### src/dac_host_pkg.sv
/*
 * Shared constants and types for the host side controller of a double
 * buffered 12-bit converter latch interface.
 * Assumes a 40 MHz system clock and that the converter pins are driven
 * straight from this controller with no extra glue logic.
 */
package dac_host_pkg;

    localparam int WORD_W = 12;
    localparam int TIMER_W = 3;

    // clock and pin timing, minimum times in ns
    localparam int CLK_PERIOD_NS = 25;
    localparam int T_DATA_SETUP_NS = 50;
    localparam int T_ADDR_SETUP_NS = 100;
    localparam int T_CS_PULSE_NS = 100;
    localparam int T_DATA_HOLD_NS = 0;

    localparam int DATA_SETUP_CYC = (T_DATA_SETUP_NS + CLK_PERIOD_NS - 1) / CLK_PERIOD_NS;
    localparam int ADDR_SETUP_CYC = (T_ADDR_SETUP_NS + CLK_PERIOD_NS - 1) / CLK_PERIOD_NS;
    localparam int PULSE_CYC = (T_CS_PULSE_NS + CLK_PERIOD_NS - 1) / CLK_PERIOD_NS;
    localparam int CS_LOW_RAW = (PULSE_CYC > ADDR_SETUP_CYC) ?
                                ((PULSE_CYC > DATA_SETUP_CYC) ? PULSE_CYC : DATA_SETUP_CYC) :
                                ((ADDR_SETUP_CYC > DATA_SETUP_CYC) ? ADDR_SETUP_CYC :
                                 DATA_SETUP_CYC);
    localparam int CS_LOW_CYC = (CS_LOW_RAW < 1) ? 1 : CS_LOW_RAW;
    localparam int HOLD_RAW = (T_DATA_HOLD_NS + CLK_PERIOD_NS - 1) / CLK_PERIOD_NS;
    localparam int HOLD_CYC = (HOLD_RAW < 1) ? 1 : HOLD_RAW;
    localparam logic [TIMER_W-1:0] CS_LOAD_VAL = TIMER_W'(CS_LOW_CYC - 1);

    // reset values
    localparam logic [WORD_W-1:0] WORD_RST = 12'h000;
    localparam logic [1:0] STEP_RST = 2'h0;
    localparam logic [TIMER_W-1:0] TIMER_RST = 3'h0;

    typedef enum logic [1:0] {
        MODE_NIBBLE = 2'b00,
        MODE_BYTE = 2'b01,
        MODE_WORD = 2'b10
    } mode_t;

    typedef enum logic [1:0] {
        ST_IDLE = 2'b00,
        ST_STROBE = 2'b01,
        ST_HOLD = 2'b10
    } state_t;

    typedef struct packed {
        logic second_rank_load_n;
        logic high_nibble_select_n;
        logic mid_nibble_select_n;
        logic low_nibble_select_n;
    } sel_lines_t;

    localparam sel_lines_t SEL_NONE = 4'hF;
    localparam sel_lines_t SEL_LOW = 4'hE;
    localparam sel_lines_t SEL_MID = 4'hD;
    localparam sel_lines_t SEL_HIGH = 4'hB;
    localparam sel_lines_t SEL_LOAD = 4'h7;
    localparam sel_lines_t SEL_LOW_MID = 4'hC;
    localparam sel_lines_t SEL_HIGH_LOAD = 4'h3;
    localparam sel_lines_t SEL_ALL = 4'h0;

    typedef struct packed {
        sel_lines_t sel;
        logic last;
    } step_t;

    typedef struct packed {
        state_t state;
        mode_t mode;
        logic [1:0] step;
        logic [WORD_W-1:0] word;
        logic cs_n;
        sel_lines_t sel;
        logic busy;
        logic done;
    } host_state_t;

    typedef struct packed {
        logic [TIMER_W-1:0] count;
    } timer_state_t;

endpackage : dac_host_pkg

### src/dac_latch_host.sv
/*
 * Host controller that writes 12-bit words into a double buffered
 * converter latch through chip select and four latch select pins.
 * Assumes the converter pins are wired straight to the outputs and that
 * the user side logic runs on the same 40 MHz clock.
 */
`timescale 1ns/1ps
module dac_latch_host (
    input wire logic I_CLK_SYS,
    input wire logic I_RST_N,
    input wire logic i_start,
    input wire logic [dac_host_pkg::WORD_W-1:0] i_word,
    input wire dac_host_pkg::mode_t i_mode,
    input wire logic i_twos_comp,
    output logic o_busy,
    output logic o_done,
    output logic [dac_host_pkg::WORD_W-1:0] o_data,
    output logic o_cs_n,
    output dac_host_pkg::sel_lines_t o_latch_sel
);
    import dac_host_pkg::*;

    host_state_t s_r;
    host_state_t s_nxt;
    logic tmr_load;
    logic tmr_zero;
    step_t cur_step;
    step_t nxt_step;

    // selects for each strobe of a transfer, per bus width
    function automatic step_t step_of(input mode_t mode, input logic [1:0] idx);
        step_t st;
        st = '{sel: SEL_ALL, last: 1'b1};
        case (mode)
            // one latch per strobe, load last
            MODE_NIBBLE: begin
                case (idx)
                    2'h0: st = '{sel: SEL_LOW, last: 1'b0};
                    2'h1: st = '{sel: SEL_MID, last: 1'b0};
                    2'h2: st = '{sel: SEL_HIGH, last: 1'b0};
                    default: st = '{sel: SEL_LOAD, last: 1'b1};
                endcase
            end
            MODE_BYTE: begin
                if (idx == 2'h0) begin
                    st = '{sel: SEL_LOW_MID, last: 1'b0};
                end else begin
                    st = '{sel: SEL_HIGH_LOAD, last: 1'b1};
                end
            end
            default: st = '{sel: SEL_ALL, last: 1'b1};
        endcase
        return st;
    endfunction : step_of

    dac_strobe_timer u_timer (
        .i_clk(I_CLK_SYS),
        .i_rst_n(I_RST_N),
        .i_load(tmr_load),
        .i_value(CS_LOAD_VAL),
        .o_zero(tmr_zero)
    );

    always_comb begin
        s_nxt = s_r;
        tmr_load = 1'b0;
        s_nxt.done = 1'b0;
        cur_step = step_of(s_r.mode, s_r.step);
        nxt_step = step_of(s_r.mode, s_r.step + 2'h1);
        case (s_r.state)
            ST_IDLE: begin
                s_nxt.cs_n = 1'b1;
                s_nxt.sel = SEL_NONE;
                if (i_start) begin
                    s_nxt.mode = (i_mode == MODE_NIBBLE || i_mode == MODE_BYTE) ?
                                 i_mode : MODE_WORD;
                    s_nxt.word = i_word;
                    s_nxt.word[WORD_W-1] = i_word[WORD_W-1] ^ i_twos_comp;
                    s_nxt.step = STEP_RST;
                    s_nxt.busy = 1'b1;
                    s_nxt.state = ST_HOLD;
                end
            end
            ST_STROBE: begin
                if (tmr_zero) begin
                    s_nxt.cs_n = 1'b1;
                    s_nxt.state = ST_HOLD;
                end
            end
            default: begin
                // hold: cs is high, data and selects stay one more cycle
                if (s_r.cs_n && s_r.sel != SEL_NONE && cur_step.last) begin
                    s_nxt.sel = SEL_NONE;
                    s_nxt.busy = 1'b0;
                    s_nxt.done = 1'b1;
                    s_nxt.state = ST_IDLE;
                end else begin
                    if (s_r.sel != SEL_NONE) begin
                        s_nxt.step = s_r.step + 2'h1;
                        s_nxt.sel = nxt_step.sel;
                    end else begin
                        s_nxt.sel = cur_step.sel;
                    end
                    s_nxt.cs_n = 1'b0;
                    tmr_load = 1'b1;
                    s_nxt.state = ST_STROBE;
                end
            end
        endcase
    end

    always_ff @(posedge I_CLK_SYS) begin
        if (!I_RST_N) begin
            s_r <= '{state: ST_IDLE, mode: MODE_NIBBLE, step: STEP_RST, word: WORD_RST,
                     cs_n: 1'b1, sel: SEL_NONE, busy: 1'b0, done: 1'b0};
        end else begin
            s_r <= s_nxt;
        end
    end

    assign o_busy = s_r.busy;
    assign o_done = s_r.done;
    assign o_data = s_r.word;
    assign o_cs_n = s_r.cs_n;
    assign o_latch_sel = s_r.sel;
endmodule : dac_latch_host

### src/dac_strobe_timer.sv
/*
 * Down counter that times the chip select low phase.
 * Assumes a synchronous load from logic on the same clock.
 */
`timescale 1ns/1ps
module dac_strobe_timer (
    input wire logic i_clk,
    input wire logic i_rst_n,
    input wire logic i_load,
    input wire logic [dac_host_pkg::TIMER_W-1:0] i_value,
    output logic o_zero
);
    import dac_host_pkg::*;

    timer_state_t t_r;
    timer_state_t t_nxt;

    always_comb begin
        t_nxt = t_r;
        if (i_load) begin
            t_nxt.count = i_value;
        end else if (t_r.count != TIMER_RST) begin
            t_nxt.count = t_r.count - TIMER_W'(1);
        end
    end

    always_ff @(posedge i_clk) begin
        if (!i_rst_n) begin
            t_r <= '{count: TIMER_RST};
        end else begin
            t_r <= t_nxt;
        end
    end

    assign o_zero = (t_r.count == TIMER_RST);

endmodule : dac_strobe_timer

### config.mk
export PLATFORM = sky130hd
export DESIGN_NAME = dac_latch_host
export DESIGN_NICKNAME = d
export VERILOG_FILES = /design/src/dac_host_pkg.sv /design/src/dac_latch_host.sv /design/src/dac_strobe_timer.sv
export SDC_FILE = /design/constraint.sdc
export NUM_CORES = 1
export LEC_CHECK = 0
export BUFFER_PORTS_ARGS = -buffer_cell sky130_fd_sc_hd__buf_2
export CAP_MARGIN = 25
export CORE_ASPECT_RATIO = 1.2
export CORE_MARGIN = 2
export CORE_UTILIZATION = 52
export CTS_CLUSTER_SIZE = 10
export DETAILED_ROUTE_END_ITERATION = 10
export PLACE_DENSITY = 0.79
export SYNTH_ARGS = -nofsm -noshare
export SYNTH_HDL_FRONTEND = slang
export SYNTH_HIERARCHICAL = 1
export SYNTH_SLANG_ARGS = --single-unit
### constraint.sdc
create_clock -name I_CLK_SYS -period 2.2 [get_ports I_CLK_SYS]
set_input_delay 0.11 -clock I_CLK_SYS [delete_from_list [all_inputs] [get_ports I_CLK_SYS]]
set_output_delay 0.11 -clock I_CLK_SYS [all_outputs]
set_load 0.02 [all_outputs]
==> flow_metrics.env <==
export IMPL_status="finished, final reports clean"
export IMPL_cts_tree="yes"
export IMPL_clockBufferDepth=2
export IMPL_critPathMaxFanout=9
export IMPL_drive_gt1_share_pct=24.1
export IMPL_final_area_mm2=0.00166
export IMPL_overflow=0
export IMPL_num_vias=1288
export IMPL_port_buffer_count=36
export IMPL_cp_start_kind="flop"
export IMPL_async_reset_ff_share_pct=0
export IMPL_antenna_found_initial=0
export IMPL_finalHoldViolCount=0
export IMPL_synth_top_family_by_area="simple AND/OR/NAND/NOR gates"
export IMPL_cellLeakagePower_nw=0.718
export IMPL_critPathKind="flop to flop"
export IMPL_syn_inst=177
export IMPL_tightestPinTransition_ns=0.616
export IMPL_wl_per_cell_um=13.2
export IMPL_mostFrequentLayoutCells="buf_2, nand2_1, dfxtp_1"
export IMPL_ff2ff_path_depth=7
export IMPL_hp_start="i_word[1]"
export IMPL_fin_worst_skew_ns=0.0117
export IMPL_dpl_cell_area_mm2=0.00152
export IMPL_final_nets=228
export IMPL_synth_compound_area_share_pct=16.9
export IMPL_avgSynthCellArea_um2=8.16
export IMPL_viasPerCell=5.46
export IMPL_layout_setup_ws_ns=0.141
export IMPL_syn_area_mm2=0.00145
export IMPL_powerDensity_mw_per_mm2=821
export IMPL_die_y_um=61.8
export IMPL_setup_viol=0
export IMPL_drc_errors=0
export IMPL_path_clk_slew_ns=0.15
export IMPL_die_area_mm2=0.00322
export IMPL_required_ns=2.40
export IMPL_grt_pass1_wl_mm=4.86
export IMPL_cts_root_buffer="clkbuf_4"
export IMPL_grt_max_degree=21
export IMPL_crit_arrival_ns=2.26
export IMPL_max_clock_freq_mhz=486
export IMPL_ios=37
export IMPL_min_path_type="input port to flop"
export IMPL_cts_sinks=28
export IMPL_synth_seq_cells=28
export IMPL_crit_reg2reg_launch="s_r[19]$_SDFFE_PN0P_"
export IMPL_maxCapViolations=0
export IMPL_fp_dieW_um=52.1
export IMPL_syn2layout_area_growth_pct=14.8
export IMPL_yosys_area_share_simple_pct=25.4
export IMPL_min_path_cells=3
export IMPL_rows=20
export IMPL_clk_latency_ns=0.32
export IMPL_drtAntennaViolNets=0
export IMPL_start_util_pct=56.1
export IMPL_crit_path_end_kind="flop"
export IMPL_drv_slew=0
export IMPL_ys_warnings_count=6
export IMPL_grt_usage_pct=20.0
export IMPL_post_place_ws_ns=0.0495
export IMPL_critPathMaxStageDelay_ns=0.41
export IMPL_synth_fa_ha_area_share_pct=5.19
export IMPL_ir_drop_mv=0.706
export IMPL_final_common_cell="buf_2"
export IMPL_cp_num_buf_inv=1
export IMPL_core_area_mm2=0.00258
export IMPL_dp_hpwl_mm=2.09
export IMPL_cts_max_level=1
export IMPL_gp_congestion=0.821
export IMPL_wl_mm=3.12
export IMPL_grt_pass1_vias=1136
export IMPL_synth_distinct_cells=39
export IMPL_nFillCells=208
export IMPL_fin_crit_sh_pct=93.6
export IMPL_reg2reg_slack_ns=0.14
export IMPL_crit_slowest_cell="a2111oi_1"
export IMPL_slew_headroom_pct=58.9
export IMPL_antenna_cells=0
export IMPL_min_to="o_data[1]$_SDFFE_PN0P_"
export IMPL_ys_seq_area_share_pct=38.8
export IMPL_synth_ff_type="dfxtp_1"
export IMPL_cp_top_family="compound AO/OA/AOI/OAI gates"
export IMPL_r2r_end="u_timer/t_r[1]$_SDFFE_PN0P_"
export IMPL_fin_crit_ns=2.06
export IMPL_synth_edff_count=0
export IMPL_cts_made_buffers=3
export IMPL_firstDrtPassIters=4
export IMPL_worstPathCellList="inv_1 -> ha_1 -> nor2b_4 -> o31a_1 -> a21boi_4 -> nor2b_1 -> a2111oi_1"
export IMPL_synth_xor_area_share_pct=0.606
export IMPL_synthMuxAreaShare_pct=0
export IMPL_power_mw=1.36
export IMPL_drtIter0Drc=25
-- what timing repair did --
item | 4_1_cts | 5_1_grt
buffers inserted | 0 | 3
gates resized for setup | 0 | 2
hold buffers | 3 | 2
endpoints found under the setup margin | 0 | 3
hold endpoints to repair | 3 | 2
-- metal layers --
layer	up-vias	routed length (µm)	track usage, %
met4	0	34	6.77
met1	602	1360	24.4
li1	636	-	-
met5	-	0	0
met3	4	136	3.11
met2	46	1590	36.2
-- worst max-delay path by stage --
stage,start,endpoint,slack [ns],cells past startpoint
final,s_r[19]$_SDFFE_PN0P_,u_timer/t_r[1]$_SDFFE_PN0P_,0.14,7
after global routing,s_r[19]$_SDFFE_PN0P_,u_timer/t_r[1]$_SDFFE_PN0P_,-0.02,7
after CTS,s_r[19]$_SDFFE_PN0P_,u_timer/t_r[1]$_SDFFE_PN0P_,0.007,7
after detailed placement,s_r[19]$_SDFFE_PN0P_,u_timer/t_r[1]$_SDFFE_PN0P_,0.05,7
after global placement,s_r[19]$_SDFFE_PN0P_,u_timer/t_r[1]$_SDFFE_PN0P_,0.22,7
after floorplan,s_r[19]$_SDFFE_PN0P_,u_timer/t_r[0]$_SDFFE_PN0P_,0.33,7
-- state kept, by name, summed over array words and instances, names as in the netlist --
name / cells
o_done: 1
o_latch_sel: 4
s_r: 6
o_data: 12
u_timer/t_r: 3
o_busy: 1
o_cs_n: 1
-- logic make-up after synthesis --
logic type / after synthesis
flops: 28
simple gates: 71
fa+ha+maj: 6
xor+xnor: 1
other cells: 2
buf+inv: 32
compound gates: 37
-- Yosys cell counts (3+ instances only) --
cell / n / area [µm²]
clkbuf_1: 5 / 18.8
inv_1: 9 / 33.8
nand2_1: 31 / 116
nor3_1: 7 / 35.0
ha_1: 6 / 75.1
a21oi_1: 18 / 90.1
o211ai_1: 3 / 22.5
o21ai_0: 3 / 15.0
buf_4: 16 / 120
nand2b_1: 3 / 18.8
nor2b_1: 7 / 43.8
nor2_1: 7 / 26.3
dfxtp_1: 28 / 561
-- stage by stage --
step	TNS (ns)	instances	hold slack (ns)	utilization, %
global placement	0	224	0.350	59.0
detailed placement	0	224	0.359	59.0
floorplan	0	178	0.186	-
finish	0	236	0.00263	64.4
global route	-0.0235	236	0.00545	64.4
CTS	0	231	0.000746	62.2
-- tightest hold or removal path: stages --
cell,delay (ns)
buf_2,0.09
nand2_1,0.05
a21oi_1,0.05
-- cell type report --
cell class	count	area (µm²)	area share (%)
multi-input cells	118	718	43.3
flip-flops and latches	28	561	33.8
repair buffers	44	253	15.2
well taps	33	41.3	2.49
inverters	9	33.8	2.04
clock inverters	1	30.0	1.81
clock buffers	3	22.5	1.36
-- power by group --
part | leakage [nW] | internal [mW] | total, mW | switching (mW)
logic | 0.460 | 0.177 | 0.413 | 0.236
registers | 0.230 | 0.567 | 0.620 | 0.0534
clock network | 0.0279 | 0.184 | 0.329 | 0.145
total | 0.718 | 0.928 | 1.36 | 0.434
No activity file was read; power rests on OpenSTA's default activity.
